## src/include/dbsp_pkg.sv

```systemverilog
// Purpose: shared constants for the burst-of-four DDR static memory link
// Assumes: wide configuration only, 1M locations of 36 bits
// Notes:   link clock is made by the controller from core_clk
`default_nettype none

package dbsp_pkg;
    // Data path shape
    localparam int WORD_W    = 36;
    localparam int LANE_W    = 9;
    localparam int LANES     = 4;
    localparam int BURST_LEN = 4;
    localparam int LINE_W    = WORD_W * BURST_LEN;
    localparam int MASK_W    = LANES * BURST_LEN;
    // Depth: one address picks a group of four words
    localparam int MEM_WORDS = 1048576;
    localparam int MEM_AW    = 20;
    localparam int ADDR_W    = MEM_AW - 2;
    // Controller side address carries one bank bit above the device
    localparam int HOST_AW   = ADDR_W + 1;
    // Input pin vector seen by the memory end
    localparam int PIN_W     = 5 + ADDR_W + LANES + WORD_W;
    // Read latency counted in half link cycles
    localparam logic [3:0] RD_LAT_DLL_HALF = 4'h3;
    localparam logic [3:0] RD_LAT_BYP_HALF = 4'h2;
    // Link clock timing; far below the 300 MHz ceiling of the part
    localparam int CORE_PERIOD_NS = 10;
    localparam int LINK_PERIOD_NS = 80;
    localparam int MAX_LINK_MHZ   = 300;
    localparam int K_HALF_INT = LINK_PERIOD_NS / (2 * CORE_PERIOD_NS);
    localparam logic [2:0] K_LAST_CYC = 3'(K_HALF_INT - 1);
    localparam logic [2:0] K_MID_CYC  = 3'(K_HALF_INT / 2 - 1);
endpackage

`default_nettype wire

```

## src/include/dbsp_link_if.sv

```systemverilog
// Purpose: pins between the memory controller and the memory end
// Assumes: both ends run on their own core_clk and sample these pins
// Notes:   no tristate pins; read and write data travel apart
`default_nettype none

interface dbsp_link_if;
    import dbsp_pkg::*;
    // Clocks made by the controller
    logic                  in_clk;
    logic                  out_clk;
    // Address and selects
    logic [ADDR_W-1:0]     addr;
    logic                  read_port_select_n;
    logic                  write_port_select_n;
    logic                  dll_bypass_pin;
    // Write data and lane masks
    logic [WORD_W-1:0]     wr_data;
    logic [LANES-1:0]      byte_lane_write_mask_n;
    // Read data and echo strobes
    logic [WORD_W-1:0]     rd_data;
    logic                  echo_strobe_out;
    logic                  echo_strobe_out_n;

    modport dev (
        input  in_clk, out_clk, addr, read_port_select_n,
        input  write_port_select_n, dll_bypass_pin, wr_data,
        input  byte_lane_write_mask_n,
        output rd_data, echo_strobe_out, echo_strobe_out_n
    );
    modport ctrl (
        output in_clk, out_clk, addr, read_port_select_n,
        output write_port_select_n, dll_bypass_pin, wr_data,
        output byte_lane_write_mask_n,
        input  rd_data, echo_strobe_out, echo_strobe_out_n
    );
endinterface

`default_nettype wire

```

## src/core/dbsp_mem_ctrl.sv

```systemverilog
// Purpose: controller end; makes the link clocks and runs bursts
// Assumes: one read and one write in flight at most
// Notes:   pins change mid phase so the far end samples stable data
`default_nettype none

module dbsp_mem_ctrl
    import dbsp_pkg::*;
(
    // Clock and reset
    input  wire logic                core_clk,
    input  wire logic                srst,
    // Mode
    input  wire logic                dll_off,
    // Write requests
    input  wire logic                wr_req,
    output logic                     wr_ready,
    input  wire logic [HOST_AW-1:0]  wr_addr,
    input  wire logic [LINE_W-1:0]   wr_data,
    input  wire logic [MASK_W-1:0]   wr_mask_n,
    // Read requests and answers
    input  wire logic                rd_req,
    output logic                     rd_ready,
    input  wire logic [HOST_AW-1:0]  rd_addr,
    output logic                     rd_valid,
    output logic [LINE_W-1:0]        rd_data,
    // Link
    dbsp_link_if.ctrl                link
);
    // Bank this controller's device answers to
    localparam logic BANK_SEL = 1'b0;

    typedef enum logic [1:0] {
        DBSP_IDLE = 2'b00,
        DBSP_PEND = 2'b01,
        DBSP_BUSY = 2'b10
    } dbsp_st_e;

    dbsp_st_e              rd_st_reg, rd_st_next, wr_st_reg, wr_st_next;
    logic [2:0]            div_reg, div_next;
    logic                  k_reg, k_next, oc_reg, oc_next;
    logic                  slot_reg, slot_next;
    logic [3:0]            g_reg, g_next, e_reg, e_next;
    logic [3:0]            tgt_reg, tgt_next;
    logic [1:0]            ridx_reg, ridx_next, widx_reg, widx_next;
    logic [HOST_AW-1:0]    raddr_reg, raddr_next, waddr_reg, waddr_next;
    logic [LINE_W-1:0]     wbuf_reg, wbuf_next, rbuf_reg, rbuf_next;
    logic [MASK_W-1:0]     wmsk_reg, wmsk_next;
    logic [ADDR_W-1:0]     addr_reg, addr_next;
    logic                  rps_reg, rps_next, wps_reg, wps_next;
    logic                  byp_reg, byp_next;
    logic [WORD_W-1:0]     d_reg, d_next, rds1_reg, rds2_reg;
    logic [LANES-1:0]      m_reg, m_next;
    logic                  es1_reg, es2_reg, es3_reg;
    logic                  wrdy_reg, wrdy_next, rrdy_reg, rrdy_next;
    logic                  rval_reg, rval_next;

    assign link.in_clk                 = k_reg;
    assign link.out_clk                = oc_reg;
    assign link.addr                   = addr_reg;
    assign link.read_port_select_n     = rps_reg;
    assign link.write_port_select_n    = wps_reg;
    assign link.dll_bypass_pin         = byp_reg;
    assign link.wr_data                = d_reg;
    assign link.byte_lane_write_mask_n = m_reg;
    assign wr_ready = wrdy_reg;
    assign rd_ready = rrdy_reg;
    assign rd_valid = rval_reg;
    assign rd_data  = rbuf_reg;

    // Clock divider, pin scheduling and read capture
    always_comb begin
        div_next   = (div_reg == K_LAST_CYC) ? 3'h0 : 3'(div_reg + 3'h1);
        k_next     = k_reg;
        oc_next    = oc_reg;
        slot_next  = slot_reg;
        g_next     = g_reg;
        e_next     = e_reg;
        tgt_next   = tgt_reg;
        ridx_next  = ridx_reg;
        widx_next  = widx_reg;
        raddr_next = raddr_reg;
        waddr_next = waddr_reg;
        wbuf_next  = wbuf_reg;
        wmsk_next  = wmsk_reg;
        rbuf_next  = rbuf_reg;
        addr_next  = addr_reg;
        rps_next   = rps_reg;
        wps_next   = wps_reg;
        d_next     = d_reg;
        m_next     = m_reg;
        rd_st_next = rd_st_reg;
        wr_st_next = wr_st_reg;
        rval_next  = 1'b0;
        byp_next   = dll_off;
        // Both clocks toggle together; out_clk mirrors in_clk
        if (div_reg == K_LAST_CYC) begin
            k_next  = ~k_reg;
            oc_next = ~k_reg;
            g_next  = 4'(g_reg + 4'h1);
            if (!k_reg) begin
                slot_next = ~slot_reg;
            end
        end
        if (rd_st_reg == DBSP_IDLE && rd_req) begin
            raddr_next = rd_addr;
            rd_st_next = DBSP_PEND;
        end
        if (wr_st_reg == DBSP_IDLE && wr_req) begin
            waddr_next = wr_addr;
            wbuf_next  = wr_data;
            wmsk_next  = wr_mask_n;
            wr_st_next = DBSP_PEND;
        end
        // Mid phase: set up pins for the coming edge
        if (div_reg == K_MID_CYC) begin
            rps_next = 1'b1;
            wps_next = 1'b1;
            if (!k_reg && !slot_reg && rd_st_reg == DBSP_PEND) begin
                if (raddr_reg[HOST_AW-1] == BANK_SEL) begin
                    rps_next   = 1'b0;
                    addr_next  = raddr_reg[ADDR_W-1:0];
                    tgt_next   = 4'(g_reg + (dll_off ? RD_LAT_BYP_HALF
                                                     : RD_LAT_DLL_HALF));
                    ridx_next  = 2'h0;
                    rd_st_next = DBSP_BUSY;
                end else begin
                    // Other bank: no device answers, return zeros
                    rbuf_next  = '0;
                    rval_next  = 1'b1;
                    rd_st_next = DBSP_IDLE;
                end
            end
            if (!k_reg && slot_reg && wr_st_reg == DBSP_PEND) begin
                if (waddr_reg[HOST_AW-1] == BANK_SEL) begin
                    wps_next   = 1'b0;
                    addr_next  = waddr_reg[ADDR_W-1:0];
                    d_next     = wbuf_reg[WORD_W-1:0];
                    m_next     = wmsk_reg[LANES-1:0];
                    widx_next  = 2'h1;
                    wr_st_next = DBSP_BUSY;
                end else begin
                    wr_st_next = DBSP_IDLE;
                end
            end else if (wr_st_reg == DBSP_BUSY) begin
                // One word per phase, both edges carry data
                d_next    = wbuf_reg[widx_reg*WORD_W +: WORD_W];
                m_next    = wmsk_reg[widx_reg*LANES +: LANES];
                widx_next = 2'(widx_reg + 2'h1);
                if (widx_reg == 2'h3) begin
                    wr_st_next = DBSP_IDLE;
                end
            end
        end
        // Echo edges are numbered like the clock edges we made
        if (es2_reg != es3_reg) begin
            e_next = 4'(e_reg + 4'h1);
            if (rd_st_reg == DBSP_BUSY &&
                e_reg == 4'(tgt_reg + {2'h0, ridx_reg})) begin
                rbuf_next[ridx_reg*WORD_W +: WORD_W] = rds2_reg;
                ridx_next = 2'(ridx_reg + 2'h1);
                if (ridx_reg == 2'h3) begin
                    rval_next  = 1'b1;
                    rd_st_next = DBSP_IDLE;
                end
            end
        end
        rrdy_next = (rd_st_next == DBSP_IDLE);
        wrdy_next = (wr_st_next == DBSP_IDLE);
    end

    // State registers; echo and read data pass two flip-flops
    always_ff @(posedge core_clk) begin
        es1_reg  <= link.echo_strobe_out;
        es2_reg  <= es1_reg;
        rds1_reg <= link.rd_data;
        rds2_reg <= rds1_reg;
        if (srst) begin
            rd_st_reg <= DBSP_IDLE;
            wr_st_reg <= DBSP_IDLE;
            div_reg   <= 3'h0;
            k_reg     <= 1'b0;
            oc_reg    <= 1'b0;
            slot_reg  <= 1'b0;
            g_reg     <= 4'h0;
            e_reg     <= 4'h0;
            tgt_reg   <= 4'h0;
            ridx_reg  <= 2'h0;
            widx_reg  <= 2'h0;
            raddr_reg <= '0;
            waddr_reg <= '0;
            wbuf_reg  <= '0;
            wmsk_reg  <= '1;
            rbuf_reg  <= '0;
            addr_reg  <= '0;
            rps_reg   <= 1'b1;
            wps_reg   <= 1'b1;
            byp_reg   <= 1'b0;
            d_reg     <= '0;
            m_reg     <= '1;
            es3_reg   <= 1'b0;
            wrdy_reg  <= 1'b0;
            rrdy_reg  <= 1'b0;
            rval_reg  <= 1'b0;
        end else begin
            rd_st_reg <= rd_st_next;
            wr_st_reg <= wr_st_next;
            div_reg   <= div_next;
            k_reg     <= k_next;
            oc_reg    <= oc_next;
            slot_reg  <= slot_next;
            g_reg     <= g_next;
            e_reg     <= e_next;
            tgt_reg   <= tgt_next;
            ridx_reg  <= ridx_next;
            widx_reg  <= widx_next;
            raddr_reg <= raddr_next;
            waddr_reg <= waddr_next;
            wbuf_reg  <= wbuf_next;
            wmsk_reg  <= wmsk_next;
            rbuf_reg  <= rbuf_next;
            addr_reg  <= addr_next;
            rps_reg   <= rps_next;
            wps_reg   <= wps_next;
            byp_reg   <= byp_next;
            d_reg     <= d_next;
            m_reg     <= m_next;
            es3_reg   <= es2_reg;
            wrdy_reg  <= wrdy_next;
            rrdy_reg  <= rrdy_next;
            rval_reg  <= rval_next;
        end
    end
endmodule

`default_nettype wire

```

## src/flat_wrapper.sv

```systemverilog
// flat-port wrapper written by rule: the top's interface ports become plain ports
module dbsp_mem_ctrl_flat import dbsp_pkg::*;
  (core_clk, srst, dll_off, wr_req, wr_ready, wr_addr, wr_data, wr_mask_n, rd_req, rd_ready, rd_addr, rd_valid, rd_data, link_in_clk, link_out_clk, link_addr, link_read_port_select_n, link_write_port_select_n, link_dll_bypass_pin, link_wr_data, link_byte_lane_write_mask_n, link_rd_data, link_echo_strobe_out, link_echo_strobe_out_n);
  dbsp_link_if link_i ();
  input  wire logic core_clk;
  input  wire logic srst;
  input  wire logic dll_off;
  input  wire logic wr_req;
  output logic wr_ready;
  input  wire logic [HOST_AW-1:0] wr_addr;
  input  wire logic [LINE_W-1:0] wr_data;
  input  wire logic [MASK_W-1:0] wr_mask_n;
  input  wire logic rd_req;
  output logic rd_ready;
  input  wire logic [HOST_AW-1:0] rd_addr;
  output logic rd_valid;
  output logic [LINE_W-1:0] rd_data;
  output wire logic [$bits(link_i.in_clk)-1:0] link_in_clk;
  output wire logic [$bits(link_i.out_clk)-1:0] link_out_clk;
  output wire logic [$bits(link_i.addr)-1:0] link_addr;
  output wire logic [$bits(link_i.read_port_select_n)-1:0] link_read_port_select_n;
  output wire logic [$bits(link_i.write_port_select_n)-1:0] link_write_port_select_n;
  output wire logic [$bits(link_i.dll_bypass_pin)-1:0] link_dll_bypass_pin;
  output wire logic [$bits(link_i.wr_data)-1:0] link_wr_data;
  output wire logic [$bits(link_i.byte_lane_write_mask_n)-1:0] link_byte_lane_write_mask_n;
  input wire logic [$bits(link_i.rd_data)-1:0] link_rd_data;
  input wire logic [$bits(link_i.echo_strobe_out)-1:0] link_echo_strobe_out;
  input wire logic [$bits(link_i.echo_strobe_out_n)-1:0] link_echo_strobe_out_n;
  assign link_in_clk = link_i.in_clk;
  assign link_out_clk = link_i.out_clk;
  assign link_addr = link_i.addr;
  assign link_read_port_select_n = link_i.read_port_select_n;
  assign link_write_port_select_n = link_i.write_port_select_n;
  assign link_dll_bypass_pin = link_i.dll_bypass_pin;
  assign link_wr_data = link_i.wr_data;
  assign link_byte_lane_write_mask_n = link_i.byte_lane_write_mask_n;
  assign link_i.rd_data = link_rd_data;
  assign link_i.echo_strobe_out = link_echo_strobe_out;
  assign link_i.echo_strobe_out_n = link_echo_strobe_out_n;
  dbsp_mem_ctrl u_core (.core_clk(core_clk), .srst(srst), .dll_off(dll_off), .wr_req(wr_req), .wr_ready(wr_ready), .wr_addr(wr_addr), .wr_data(wr_data), .wr_mask_n(wr_mask_n), .rd_req(rd_req), .rd_ready(rd_ready), .rd_addr(rd_addr), .rd_valid(rd_valid), .rd_data(rd_data), .link(link_i));
endmodule
```

## config.mk

```make
export PLATFORM = sky130hd
export DESIGN_NAME = dbsp_mem_ctrl_flat
export DESIGN_NICKNAME = d
export VERILOG_FILES = /design/src/include/dbsp_pkg.sv /design/src/include/dbsp_link_if.sv /design/src/core/dbsp_mem_ctrl.sv /design/src/flat_wrapper.sv
export SDC_FILE = /design/constraint.sdc
export NUM_CORES = 1
export LEC_CHECK = 0
export ABC_CLOCK_PERIOD_IN_PS = 3700
export BUFFER_PORTS_ARGS = -buffer_cell sky130_fd_sc_hd__buf_2
export CAP_MARGIN = 20
export CORE_MARGIN = 5
export CORE_UTILIZATION = 45
export CTS_BUF_LIST = sky130_fd_sc_hd__clkbuf_8
export DETAILED_ROUTE_END_ITERATION = 6
export PLACE_DENSITY = 0.68
export SKIP_CTS_REPAIR_TIMING = 1
export SLEW_MARGIN = 10
export SYNTH_ARGS = -nofsm -noshare
export SYNTH_HDL_FRONTEND = slang
export SYNTH_SLANG_ARGS = --single-unit
```

## constraint.sdc

```tcl
create_clock -name core_clk -period 3.7 [get_ports core_clk]
set_input_delay 0.37 -clock core_clk [delete_from_list [all_inputs] [get_ports core_clk]]
set_output_delay 0.37 -clock core_clk [all_outputs]
set_load 0.05 [all_outputs]
```

==> metrics.yaml, run 1 <==
worst_slew_pin_slew_ns: 1.07
async_flop_share_pct: 0
powerDensity_nw_per_um2: 457
timing.rr.end: "u_core.rd_data[137]"
worstRegToRegCells: 7
finalSetupViolations: 0
final_cells: 3526
hold_path.class: "in -> reg"
grt_use_total_pct: 27.0
end_kind: "flip-flop"
drt_iter0_markers: 2087
initial_utilization_pct: 45.6
fp.dieW_um: 219
h-tree-depth: 3
synthTopCellsByArea: "dfxtp_1 (51%), nand2_1 (8.8%), a21oi_1 (6.7%)"
swShare_pct: 26.6
final_common_cell: "dfxtp_1"
drc: 1
yosysTopAreaCellShare_pct: 51.5
yosysUniqueCellTypes: 74
synth_fa_ha_area_share_pct: 1.12
netlist_instances: 2225
ys_ff_latch: 506
drive_gt1_share_pct: 23.2
drt-vias-per-instance: 5.71
p_comb_share_pct: 11.1
place_inst: 3125
die_area_um2: 48000
fillers: 3593
postRouteAntennaNets: 0
required_ns: 4.28
clockBufferDepth: 3
criticalPathCategory: "reg -> reg"
switching_power_mw: 3.21
wire_per_inst_um: 21.1
rows: 76
final_hold_viol_count: 0
max_freq_mhz: 313
coreArea_um2: 43200
syn_nets: 2483
max-vdd-ir-drop_mv: 0.339
routabilityCongestion: 0.939
cap_violations: 0
antenna_found_initial: 9
die_height_um: 219
synthSimpleGateAreaFrac_pct: 17.1
cts_tree: "yes"
layout.nets: 3119
fin_crit_ns: 3.19
firstDrtPassIters: 7
relSlewSlack_pct: 28.5
skew_ns: 0.0432
rrSetupSlack_ns: 0.51
tns_ns: 0
grt_max_degree: 227
io_pins: 451
rsz0062_at_grt: "no"
wirelength_um: 74500
reg2reg_from: "u_core.ridx_reg[1]"
synth_edf_count: 0
hold_end: "u_core.ridx_reg[0]"
hold_depth: 2
clkSinkCount: 506
p_clk_share_pct: 40.5
synth_xor_xnor_area_share_pct: 0.706
avgSynthCellArea_um2: 8.84
grt_first_pass_wirelength_um: 102000
min_from: "srst"
cts_root_buffer: "clkbuf_8"
grt_pass1_vias: 17600
synth_warnings: 0
path_max_fanout: 16
syn-cell-area_um2: 19700
synth_top_area_cell: "dfxtp_1"
cts_buffers: 83
pwr-share-seq_pct: 48.4
synth_top_family_by_area: "compound AO/OA/AOI/OAI gates"
dp_hpwl_um: 48300
post-route-period-util_pct: 86.3
status: "complete, but fails checks"
internal_power_mw: 8.87
clk_transition_reported_paths_ns: 0.05
start_kind: "flip-flop"
fin_hold_ws_ns: 0.230
yosysSeqAreaShare_pct: 51.5
yosys-mux-area-fraction_pct: 5.16
synth_compound_area_share_pct: 20.3
leakage_nw: 11.1
synth_top_flop_cell: "dfxtp_1"
io_buffers: 449
vias: 20100
layout_common_cells: "dfxtp_1 (503), nand2_1 (460), buf_2 (448), a21oi_1 (263), dlygate4sd3_1 (236)"
area_growth_syn_to_layout_pct: 34.5
violations: "DRC"
arrival_ns: 3.77
gr-total-overflow: 0
insertion_delay_ns: 0.68
slew_violations: 0
==> worst max-delay path: stages (launching register included) <==
cell and delay (ns):
dfxtp_1 0.45, inv_1 0.17, fa_1 0.46, xnor2_1 0.15
xnor2_1 0.38, o211a_1 0.57, and3_1 0.67, a32o_1 0.27
==> per-stage QoR <==
step                      setup WS, ns  util (%)  cell area (um^2)  power (mW)
final                            0.508      61.3             26500        12.1
after global placement           0.699      51.8             22400        7.03
after global routing             0.281      61.2             26400        12.6
after floorplan                  0.635         -             19700        6.62
after CTS                        0.550      55.7             24100        11.9
after detailed placement         0.574      51.8             22400        7.05
==> cell families after synthesis <==
family                   Yosys count
AO/OA/AOI/OAI                    614
XOR/XNOR                          15
adder cells (fa/ha/maj)           17
buffers and inverters            196
flip-flops                       506
multiplexers                      78
AND/OR/NAND/NOR                  799
==> power by group through the flow <==
stage / clock (mW) / sequential, mW / combinational, mW
floorplan: 0 / 6.00 / 0.622
global placement: 0 / 5.94 / 1.08
detailed placement: 0 / 5.95 / 1.10
CTS: 4.94 / 5.84 / 1.10
global route: 5.25 / 5.86 / 1.44
finish: 4.89 / 5.85 / 1.34
==> per-layer routing <==
metal / part of all wire [%] / vias to the layer above / wire, um / GRT usage [%]
met3: 9.2 / 256 / 6860 / 7.90
met4: 4.5 / 0 / 3340 / 9.32
met1: 39 / 9498 / 29400 / 35.2
li1: - / 9158 / - / -
met5: 0 / - / 0 / 0
met2: 47 / 1228 / 35000 / 43.1
==> worst max-delay path by stage <==
stage,from,endpoint,depth (start not counted)
floorplan,u_core.ridx_reg[0],u_core.rd_data[16],10
global placement,u_core.ridx_reg[1],u_core.rd_data[52],9
detailed placement,u_core.ridx_reg[1],u_core.rd_data[53],9
CTS,u_core.ridx_reg[1],u_core.rd_data[64],9
global route,u_core.ridx_reg[1],u_core.rd_data[137],7
finish,u_core.ridx_reg[1],u_core.rd_data[137],7
==> synthesized netlist by cell type (28+ instances only) <==
cell       instances
a211oi_1          55
a21oi_1          263
a22o_1            60
buf_2             32
clkbuf_1         127
dfxtp_1          506
mux2_2            28
mux2i_1           34
nand2_1          460
nand3_1           59
nor2_1           161
nor3_1            49
o21ai_0           38
o22ai_1           62
o2bb2ai_1         46
==> layout make-up <==
| class | instances | area [um^2] | share of cell area (%) |
|---|---|---|---|
| flip-flops and latches | 506 | 10100 | 38.3 |
| multi-input cells | 1523 | 8780 | 33.2 |
| diodes | 13 | 32.5 | 0.123 |
| repair buffers | 731 | 5030 | 19.0 |
| clock inverters | 54 | 340 | 1.29 |
| well taps | 585 | 732 | 2.77 |
| clock buffers | 98 | 1350 | 5.10 |
| inverters | 16 | 60.1 | 0.227 |
No activity file was read; power rests on OpenSTA's default activity.
==> run 2, diff against run 1 <==
- ABC_CLOCK_PERIOD_IN_PS: 3700 -> 4100
- clock period: 3.7 -> 4.1 ns (I/O delays scaled with it)
==> run 2 against run 1 <==
  * The run now ends clean
  * Maximum frequency is 9.4% lower
  * Worst setup slack better by 0.067 ns
  * Final cell count decreased by 4.9%
  * Count of clock-buffer cells in the layout fell by 1
  * Highest routed layer is now met5
==> metrics.yaml, run 2 (synthesis results as in run 1) <==
drt-vias-per-instance: 5.64
rows: 76
cts_buffers: 82
rrSetupSlack_ns: 0.58
insertion_delay_ns: 0.64
initial_utilization_pct: 45.6
final_common_cell: "dfxtp_1"
total_power_mw: 10.8
drt_iter0_markers: 1609
wirelength_um: 68900
io_pins: 451
gr-usage-met3_pct: 7.34
cts_tree: "yes"
clk_transition_reported_paths_ns: 0.06
worst_slew_pin_slew_ns: 1.18
max-vdd-ir-drop_mv: 0.296
fillers: 3889
postRouteAntennaNets: 0
drive_gt1_share_pct: 23.8
place_ws_ns: 0.651
p_comb_share_pct: 9.9
relSlewSlack_pct: 21.1
finalSetupViolations: 0
max_freq_mhz: 284
vias: 18900
layout_common_cells: "dfxtp_1 (503), nand2_1 (460), buf_2 (448), a21oi_1 (263), nor2_1 (161)"
dp_hpwl_um: 47000
skew_ns: 0.0309
powerDensity_nw_per_um2: 434
hold_path.class: "in -> reg"
criticalPathCategory: "reg -> reg"
grt_first_pass_wirelength_um: 101000
busiest_layer: "met2"
layout.nets: 2958
gr-total-overflow: 0
wire_per_inst_um: 20.6
reg2reg_from: "u_core.ridx_reg[0]"
fp.dieW_um: 219
start_kind: "flip-flop"
setup.worst_path.end: "u_core.rd_data[16]"
drc: 0
tns_ns: 0
rsz0062_at_grt: "no"
leakage_nw: 10.4
path_max_fanout: 77
h-tree-depth: 3
area_growth_syn_to_layout_pct: 26.4
p_clk_share_pct: 41.3
post-route-period-util_pct: 86.0
switching_power_mw: 2.80
grt_pass1_vias: 17400
worstRegToRegCells: 9
crit_start: "u_core.ridx_reg[0]"
die_area_um2: 48000
status: "completed"
grt_util_met1_pct: 35.3
routabilityCongestion: 0.936
fin_crit_ns: 3.52
clockBufferDepth: 3
pwr-share-seq_pct: 48.9
die_height_um: 219
slew_violations: 0
final_hold_viol_count: 0
end_kind: "flip-flop"
swShare_pct: 26.0
coreArea_um2: 43200
timing.rr.end: "u_core.rd_data[16]"
use_met2_pct: 42.5
clkSinkCount: 506
cts_root_buffer: "clkbuf_8"
firstDrtPassIters: 6
grt_max_degree: 243
io_buffers: 449
internal_power_mw: 7.99
required_ns: 4.67
cap_violations: 0
setup_ws_ns: 0.575
arrival_ns: 4.10
antenna_found_initial: 14
grt_use_total_pct: 26.7
run 2: per-stage QoR:
step	instances	hold slack, ns	util (%)	area (um^2)
after global placement	3105	0.313	51.5	22200
after global routing	3350	-0.00102	57.6	24900
after floorplan	2225	0.310	-	19700
after detailed placement	3105	0.312	51.5	22200
final	3354	0.00541	57.6	24900
after CTS	3249	-0.170	55.3	23900
run 2: worst min-delay path by stage:
stage                     cells after the start                    to           startpoint
after detailed placement                      0   u_core.rds2_reg[18]  u_core.rds1_reg[18]
after global routing                          3  u_core.wbuf_reg[120]         wr_data[120]
after CTS                                     1   u_core.rds1_reg[33]     link_rd_data[33]
final                                         3   u_core.wbuf_reg[90]          wr_data[90]
after global placement                        0   u_core.rds2_reg[33]  u_core.rds1_reg[33]
after floorplan                               0        u_core.es2_reg       u_core.es1_reg
run 2: cell type report:
| cell class | instances | area (um^2) | area share [%] |
|---|---|---|---|
| diodes | 9 | 22.5 | 0.0905 |
| repair buffers | 571 | 3470 | 14.0 |
| clock inverters | 47 | 338 | 1.36 |
| inverters | 16 | 60.1 | 0.241 |
| clock buffers | 97 | 1340 | 5.37 |
| flip-flops and latches | 506 | 10100 | 40.7 |
| multi-input cells | 1523 | 8780 | 35.3 |
| well taps | 585 | 732 | 2.94 |
run 2: routing by layer:
metal,vias up,wire [um]
li1,8829,-
met1,9070,28700
met2,860,32300
met3,148,5780
met4,14,2060
met5,-,73
run 2: power groups by stage:
stage	Sequential [mW]	Clock [mW]	Combinational, mW
final	5.27	4.45	1.07
after global routing	5.29	4.77	1.16
after CTS	5.27	4.52	0.981
after detailed placement	5.37	0	0.975
after global placement	5.37	0	0.964
after floorplan	5.41	0	0.562
run 2: worst max-delay path, cell delays in order (launching register included):
cell      delay [ns]
dfxtp_2         0.35
buf_12          0.33
ha_1            0.24
inv_1           0.06
fa_1            0.39
xnor2_1         0.15
xnor2_1         0.35
o211ai_2        0.39
nor2_1          0.94
a22o_1          0.25
